File: src/inc/gpib_status_map.svh
`ifndef GPIB_STATUS_MAP_SVH
`define GPIB_STATUS_MAP_SVH

// Event status register bit positions
`define ESR_PON_BIT   7
`define ESR_CME_BIT   5
`define ESR_EXE_BIT   4
`define ESR_ALARM_BIT 3
`define ESR_OPC_BIT   0
// Implemented event bits and power-up value
`define ESR_USED_MASK 8'hB9
`define ESR_RST_VAL   8'h80
`define ESE_RST_VAL   8'h00
`define SRE_RST_VAL   8'h00

// Status byte bit positions
`define STB_MSS_BIT   6
`define STB_ESB_BIT   5
`define STB_MAV_BIT   4
`define STB_LBUS_ERR_BIT     1
`define STB_LBUS_TIMEOUT_BIT 0
// Status byte bits able to raise a service request
`define STB_SRQ_SRC   8'h33

`endif

File: src/inc/gpib_status_pkg.sv
package gpib_status_pkg;

  // Interface control state
  typedef enum logic [1:0] {
    RL_LOCAL   = 2'b00,
    RL_REMOTE  = 2'b01,
    RL_LOCKOUT = 2'b10
  } rl_state_t;

  // Event sources, one-cycle pulses
  typedef struct packed {
    logic cmd_err;
    logic exe_err;
    logic alarm;
    logic op_done;
    logic lbus_err;
    logic lbus_timeout;
  } event_t;

  // Decoded common commands and queries, one-cycle pulses
  typedef struct packed {
    logic ese_wr;
    logic sre_wr;
    logic ese_rd;
    logic sre_rd;
    logic esr_rd;
    logic stb_rd;
    logic spoll_rd;
    logic cls;
    logic rst;
  } cmd_t;

  // Interface messages, one-cycle pulses
  typedef struct packed {
    logic ifc;
    logic dcl;
    logic gtl;
    logic llo;
    logic listen_addr;
  } bus_cmd_t;

  // Clear requests to the surrounding interface logic
  typedef struct packed {
    logic addressed;
    logic input_buf;
    logic out_queue;
    logic pending;
  } clear_t;

endpackage : gpib_status_pkg
File: src/design/ieee488_status_remote_local.sv
`timescale 1ns/1ps
`include "gpib_status_map.svh"

module ieee488_status_remote_local (
  // Clock and reset
  input  wire logic                      mclk,
  input  wire logic                      arst_n,
  // Pins from outside the clock domain
  input  wire logic                      ren_pin,
  input  wire logic                      local_key_pin,
  // Event sources
  input  wire gpib_status_pkg::event_t   evt,
  input  wire logic                      outq_nonempty,
  // Commands and write data
  input  wire gpib_status_pkg::cmd_t     cmd,
  input  wire logic [7:0]                wdata,
  input  wire gpib_status_pkg::bus_cmd_t bus,
  // Query answer
  output logic [7:0]                     resp_data_q,
  output logic                           resp_valid_q,
  // Service request and clears
  output logic                           srq_q,
  output gpib_status_pkg::clear_t        clr_q,
  // Remote / local
  output gpib_status_pkg::rl_state_t     rl_state,
  output logic                           panel_keys_en,
  output logic                           local_key_en
);

  localparam logic [7:0] ESR_RST = `ESR_RST_VAL;
  localparam logic [7:0] ESR_USE = `ESR_USED_MASK;

  logic [1:0] ren_sync_q;
  logic [2:0] key_sync_q;
  logic       ren_s;
  logic       key_press;
  logic [7:0] esr_set;
  logic [7:0] event_status;
  logic [7:0] ese_q;
  logic [7:0] sre_q;
  logic       status_clr;
  logic       esr_clr;
  logic       lbus_err_q;
  logic       lbus_timeout_q;
  logic       esb;
  logic [7:0] stb;
  logic       mss;
  logic       mss_q;
  logic       any_rd;

  // Pin synchronisers; key edge taken after the second stage
  always_ff @(posedge mclk or negedge arst_n) begin
    if (!arst_n) begin
      ren_sync_q <= 2'h0;
      key_sync_q <= 3'h0;
    end else begin
      ren_sync_q <= {ren_sync_q[0], ren_pin};
      key_sync_q <= {key_sync_q[1:0], local_key_pin};
    end
  end

  assign ren_s     = ren_sync_q[1];
  assign key_press = key_sync_q[1] & ~key_sync_q[2];

  // Status clearing sources
  assign status_clr = cmd.cls | cmd.rst | bus.dcl;
  assign esr_clr    = status_clr | cmd.esr_rd;

  // Event inputs mapped onto their bit positions
  always_comb begin
    esr_set                = 8'h00;
    esr_set[`ESR_CME_BIT]  = evt.cmd_err;
    esr_set[`ESR_EXE_BIT]  = evt.exe_err;
    esr_set[`ESR_ALARM_BIT] = evt.alarm;
    esr_set[`ESR_OPC_BIT]  = evt.op_done;
  end

  // Event status register, unused bits never set
  generate
    for (genvar i = 0; i < 8; i++) begin : g_esr
      status_flag #(
        .RST_VAL (ESR_RST[i])
      ) u_flag (
        .mclk    (mclk),
        .arst_n  (arst_n),
        .set     (esr_set[i] & ESR_USE[i]),
        .clr     (esr_clr),
        .q       (event_status[i])
      );
    end
  endgenerate

  // Local bus error and timeout status bits
  status_flag #(
    .RST_VAL (1'b0)
  ) u_lbus_err (
    .mclk    (mclk),
    .arst_n  (arst_n),
    .set     (evt.lbus_err),
    .clr     (status_clr),
    .q       (lbus_err_q)
  );

  status_flag #(
    .RST_VAL (1'b0)
  ) u_lbus_timeout (
    .mclk    (mclk),
    .arst_n  (arst_n),
    .set     (evt.lbus_timeout),
    .clr     (status_clr),
    .q       (lbus_timeout_q)
  );

  // Event enable mask; reset command wins over a write
  always_ff @(posedge mclk or negedge arst_n) begin
    if (!arst_n) begin
      ese_q <= `ESE_RST_VAL;
    end else if (cmd.rst) begin
      ese_q <= `ESE_RST_VAL;
    end else if (cmd.ese_wr) begin
      ese_q <= wdata;
    end
  end

  // Service request enable mask
  always_ff @(posedge mclk or negedge arst_n) begin
    if (!arst_n) begin
      sre_q <= `SRE_RST_VAL;
    end else if (cmd.rst) begin
      sre_q <= `SRE_RST_VAL;
    end else if (cmd.sre_wr) begin
      sre_q <= wdata;
    end
  end

  // Status byte summary; bit 6 filled per read path
  assign esb = |(event_status & ese_q);
  always_comb begin
    stb                = 8'h00;
    stb[`STB_ESB_BIT]  = esb;
    stb[`STB_MAV_BIT]  = outq_nonempty;
    stb[`STB_LBUS_ERR_BIT]     = lbus_err_q;
    stb[`STB_LBUS_TIMEOUT_BIT] = lbus_timeout_q;
  end
  assign mss = |(stb & sre_q & `STB_SRQ_SRC);

  // Request flag: set on summary rise, cleared by poll, status clear or summary loss
  always_ff @(posedge mclk or negedge arst_n) begin
    if (!arst_n) begin
      mss_q <= 1'b0;
      srq_q <= 1'b0;
    end else begin
      mss_q <= mss;
      if (mss && !mss_q) begin
        srq_q <= 1'b1;
      end else if (!mss || cmd.spoll_rd || status_clr) begin
        srq_q <= 1'b0;
      end
    end
  end

  // Query answers, one answer per cycle in fixed priority
  assign any_rd = cmd.ese_rd | cmd.sre_rd | cmd.esr_rd
                | cmd.stb_rd | cmd.spoll_rd;
  always_ff @(posedge mclk or negedge arst_n) begin
    if (!arst_n) begin
      resp_data_q  <= 8'h00;
      resp_valid_q <= 1'b0;
    end else begin
      resp_valid_q <= any_rd;
      if (cmd.esr_rd) begin
        resp_data_q <= event_status;
      end else if (cmd.ese_rd) begin
        resp_data_q <= ese_q;
      end else if (cmd.sre_rd) begin
        resp_data_q <= sre_q;
      end else if (cmd.stb_rd) begin
        resp_data_q <= stb | {1'b0, mss, 6'h00};
      end else if (cmd.spoll_rd) begin
        resp_data_q <= stb | {1'b0, srq_q, 6'h00};
      end
    end
  end

  // Clear requests; asserted out of reset for the power-up clear
  always_ff @(posedge mclk or negedge arst_n) begin
    if (!arst_n) begin
      clr_q <= 4'hF;
    end else begin
      clr_q.addressed <= bus.ifc | bus.dcl | cmd.rst;
      clr_q.input_buf <= bus.dcl | cmd.rst;
      clr_q.out_queue <= bus.dcl | cmd.rst;
      clr_q.pending   <= bus.dcl | cmd.rst;
    end
  end

  // Remote / local state tracking
  remote_local_fsm u_rl (
    .mclk          (mclk),
    .arst_n        (arst_n),
    .ren           (ren_s),
    .local_key     (key_press),
    .bus           (bus),
    .state_q       (rl_state),
    .panel_keys_en (panel_keys_en),
    .local_key_en  (local_key_en)
  );
endmodule : ieee488_status_remote_local

File: src/design/remote_local_fsm.sv
`timescale 1ns/1ps

// Local / remote / remote-with-lockout tracking
module remote_local_fsm (
  // Clock and reset
  input  wire logic                    mclk,
  input  wire logic                    arst_n,
  // Synchronised inputs
  input  wire logic                    ren,
  input  wire logic                    local_key,
  // Interface messages
  input  wire gpib_status_pkg::bus_cmd_t bus,
  // State and key gating
  output gpib_status_pkg::rl_state_t   state_q,
  output logic                         panel_keys_en,
  output logic                         local_key_en
);

  gpib_status_pkg::rl_state_t state_d;
  logic                       llo_q;
  logic                       llo_now;

  assign llo_now = llo_q | bus.llo;

  // Lockout request remembered until REN drops or device clear
  always_ff @(posedge mclk or negedge arst_n) begin
    if (!arst_n) begin
      llo_q <= 1'b0;
    end else if (bus.llo && ren) begin
      llo_q <= 1'b1;
    end else if (!ren || bus.dcl) begin
      llo_q <= 1'b0;
    end
  end

  // Next state
  always_comb begin
    state_d = state_q;
    case (state_q)
      gpib_status_pkg::RL_LOCAL: begin
        if (bus.listen_addr && ren && !bus.dcl) begin
          state_d = llo_now ? gpib_status_pkg::RL_LOCKOUT
                            : gpib_status_pkg::RL_REMOTE;
        end
      end
      gpib_status_pkg::RL_REMOTE: begin
        if (!ren || bus.dcl || bus.gtl || local_key) begin
          state_d = gpib_status_pkg::RL_LOCAL;
        end else if (bus.llo) begin
          state_d = gpib_status_pkg::RL_LOCKOUT;
        end
      end
      gpib_status_pkg::RL_LOCKOUT: begin
        if (!ren || bus.dcl || bus.gtl) begin
          state_d = gpib_status_pkg::RL_LOCAL;
        end
      end
      default: begin
        state_d = gpib_status_pkg::RL_LOCAL;
      end
    endcase
  end

  // Power-up enters local
  always_ff @(posedge mclk or negedge arst_n) begin
    if (!arst_n) begin
      state_q <= gpib_status_pkg::RL_LOCAL;
    end else begin
      state_q <= state_d;
    end
  end

  // Key gating: remote leaves local key, lockout leaves none
  assign panel_keys_en = (state_q == gpib_status_pkg::RL_LOCAL);
  assign local_key_en  = (state_q != gpib_status_pkg::RL_LOCKOUT);

endmodule : remote_local_fsm

File: src/design/status_flag.sv
`timescale 1ns/1ps

// Sticky flag; a set in the same cycle as a clear wins
module status_flag #(
  parameter logic RST_VAL = 1'b0
) (
  // Clock and reset
  input  wire logic mclk,
  input  wire logic arst_n,
  // Control
  input  wire logic set,
  input  wire logic clr,
  // State
  output logic      q
);

  // Set has priority over clear
  always_ff @(posedge mclk or negedge arst_n) begin
    if (!arst_n) begin
      q <= RST_VAL;
    end else if (set) begin
      q <= 1'b1;
    end else if (clr) begin
      q <= 1'b0;
    end
  end

endmodule : status_flag

File: config.mk
export PLATFORM = sky130hd
export DESIGN_NAME = ieee488_status_remote_local
export DESIGN_NICKNAME = d
export VERILOG_FILES = /design/src/inc/gpib_status_pkg.sv /design/src/design/ieee488_status_remote_local.sv /design/src/design/remote_local_fsm.sv /design/src/design/status_flag.sv
export VERILOG_INCLUDE_DIRS = /design/src /design/src/inc
export SDC_FILE = /design/constraint.sdc
export NUM_CORES = 1
export LEC_CHECK = 0
export ABC_AREA = 0
export BUFFER_PORTS_ARGS = -buffer_cell sky130_fd_sc_hd__buf_2
export CAP_MARGIN = 10
export CORE_ASPECT_RATIO = 1.5
export CORE_MARGIN = 2
export CORE_UTILIZATION = 52
export CTS_CLUSTER_DIAMETER = 40
export DETAILED_ROUTE_END_ITERATION = 6
export PLACE_DENSITY = 0.79
export SLEW_MARGIN = 10
export SYNTH_ARGS = -nofsm -noshare
export SYNTH_HDL_FRONTEND = slang
export SYNTH_SLANG_ARGS = --single-unit
File: constraint.sdc
create_clock -name mclk -period 1.6 [get_ports mclk]
set_input_delay 0.16 -clock mclk [delete_from_list [all_inputs] [get_ports mclk]]
set_output_delay 0.16 -clock mclk [all_outputs]
set_load 0.05 [all_outputs]
==> reports/metrics.cfg <==
[pwr]
clockPowerShare_pct=29.9
ir_drop_uv=787.1
seq_power_share_pct=53.5
p_leak_nw=1.200
power_frac_comb_pct=16.6
internal_power_mw=1.618
p_per_area_nw_per_um2=970.6
switching_share_pct=29.19
p_switching_mw=0.6672

[synthesis]
netlist.area_leader.share_pct=53.01
synth-seq-cells=44
synthesis.nets=201
synth_largest_area_cell=dfrtp_1
synth.top_cells.by_area=dfrtp_1, mux2i_1, nor2_1
syn-instance-count=168
yosysWarnings=0
postSynthAreaPerCell_um2=11.52
synth-seq-area-share_pct=57.08
synth_cell_types=35
synth_area_um2=1936

[grt]
grt_pass1_wl_um=6348
grt_start_max_net_pins=26
antenna_found_initial=0
grt_util_all_layers_pct=21.14
first_global_vias=1378
grt_overflow=0

[timing]
setup_ws_ns=0.2102
finalCritPeriodShare_pct=86.86
setup_viol=0
tightest_slew_ns=0.4724
skew_ns=0.004212
max_slew_margin_pct=68.51
fin_crit_ns=1.390
fin_hold_ws_ns=0.03310
hold_viol=0
fmax_mhz=719.5
tns_ns=0
rsz0062_at_grt=no
drv_slew=0

[finish]
area_growth_pct=21.65
antenna_cells=0
nFillCells=301
drive_gt1_share_pct=32.29
final_cells=266
nets=255
finalInstanceArea_um2=2355

[floorplan]
core_um2=3615
die_h_um=78.73
start_util_pct=53.55
std_cell_rows=27
die-area_um2=4237
chipWidth_um=53.82
ioPinCount=51

[placed_design]
dpl_cell_area_um2=2227
port_buffers=50
place_ws_ns=0.2207
hpwlAfterDp_um=3067
dp_cells=254
gp_congestion=0.8607

[clock_network]
ctsResizeCount=0
cts_sinks=44
clk_pin_slew_ns=0.08
hold_buffers=3
cts-htree-levels=2
cts_tree=yes
cts_buffers=5
clk_latency_ns=0.30
cts_setup_buffers=0
cts_buffer_depth=2
root_buffer=clkbuf_8

[hold_path]
min_path_type=in -> reg
hp-start=evt[2]

[flow_run]
cap_violations=0

[routing]
wl_per_cell_um=15.55
postRouteAntennaNets=0
drt_iter0_drc=53
drtPass1Iterations=5
drt_wl_total_um=4137
vias_per_cell=5.628
vias=1497
drc=0

[worst_setup_path]
crit_fanout=3
startpoint_type=register
path_cells=a222oi_1 -> a21boi_1 -> o21ai_0 -> a21oi_2
crit_buf_inv=0
endpoint_kind=register
crit_start=ese_q[3]
critPathTopFamily=compound AO/OA/AOI/OAI gates
slowest_delay_ns=0.43
critPathKind=reg -> reg
cp.required_ns=1.79
critPathSlowestCell=a222oi_1
rr_startpoint=ese_q[3]
cp.arrival_ns=1.58

[status]
status=finished clean

worst register-to-register path: stages (launching register included):
cell and delay, ns:
dfrtp_1 0.40, a222oi_1 0.43, a21boi_1 0.14, o21ai_0 0.23, a21oi_2 0.08
through the flow:
stage | power (mW) | utilization (%)
after floorplan | 1.481 | -
after global placement | 1.612 | 61.61
after detailed placement | 1.619 | 61.61
after CTS | 2.291 | 64.87
after global routing | 2.381 | 65.14
final | 2.285 | 65.14
metal layers:
| layer | global-route usage [%] | part of all wire (%) | vias up |
|---|---|---|---|
| met2 | 31.95 | 51 | 54 |
| met3 | 6.579 | 5.8 | 15 |
| li1 | - | - | 696 |
| met5 | 0 | 0 | - |
| met4 | 11.28 | 3.1 | 0 |
| met1 | 26.45 | 40 | 732 |
Yosys cell counts, drive strengths merged:
master / count
o21a: 2
a2bb2oi: 1
clkbuf: 6
or3b: 1
or2: 1
nand4b: 1
buf: 5
dfrtp: 41
a21oi: 6
a21o: 6
mux2i: 24
a22oi: 1
nor3: 1
nand3b: 1
nand2: 7
o21ai: 9
nor3b: 1
nor2: 27
a222oi: 5
nand2b: 2
a2111o: 1
dfstp: 3
or4: 1
or3: 1
inv: 5
a21boi: 1
nor4: 2
nor2b: 5
a221oi: 1
power by group through the flow:
stage	registers (mW)	logic, mW	clock network (mW)
after CTS	1.22	0.382	0.686
final	1.22	0.380	0.683
after global placement	1.24	0.371	0
after floorplan	1.31	0.170	0
after detailed placement	1.24	0.375	0
after global routing	1.23	0.412	0.738
logic make-up after synthesis:
| family | after synthesis | synth area share, % |
|---|---|---|
| AO/OA/AOI/OAI | 33 | 12.35 |
| flip-flops | 44 | 57.08 |
| AND/OR/NAND/NOR | 51 | 13.83 |
| buffers and inverters | 16 | 4.330 |
| multiplexers | 24 | 12.41 |
worst paths after layout:
kind	end	slack, ns	depth (start not counted)
max in group asynchronous	g_esr[7].u_flag.q	0.71	3
setup reg to reg	resp_data_q[6]	0.21	4
hold / removal	g_esr[0].u_flag.q	0.03	2
setup / recovery	resp_data_q[6]	0.21	4
hold reg to reg	ren_sync_q[1]	0.36	0
min in group asynchronous	ren_sync_q[1]	0.34	2
area by class of cell:
class                   count  area (µm²)  share of cell area (%)
clock inverters             3       18.77                  0.7970
multi-input cells         108       757.0                   32.15
clock buffers               5       68.82                   2.922
flip-flops and latches     44        1105                   46.92
well taps                  43       53.80                   2.285
inverters                   5       18.77                  0.7970
repair buffers             58       332.8                   14.13
registers in the layout (all words and copies together), names as in the netlist, 2 cells and up:
name / count
g_esr.u_flag.q: 5
clr_q: 2
u_rl.state_q: 2
sre_q: 8
ese_q: 8
ren_sync_q: 2
resp_data_q: 8
key_sync_q: 3
cells in the final DEF, fill, tap and decap left out, drive strengths merged, types with 5 or more instances in the layout:
cell type	n
buf	54
dfrtp	41
nor2	27
mux2i	24
o21ai	9
nand2	7
a21o	6
a21oi	6
inv	5
a222oi	5
nor2b	5
clkbuf	5
Note: power is estimated with default switching activity, not from simulation.
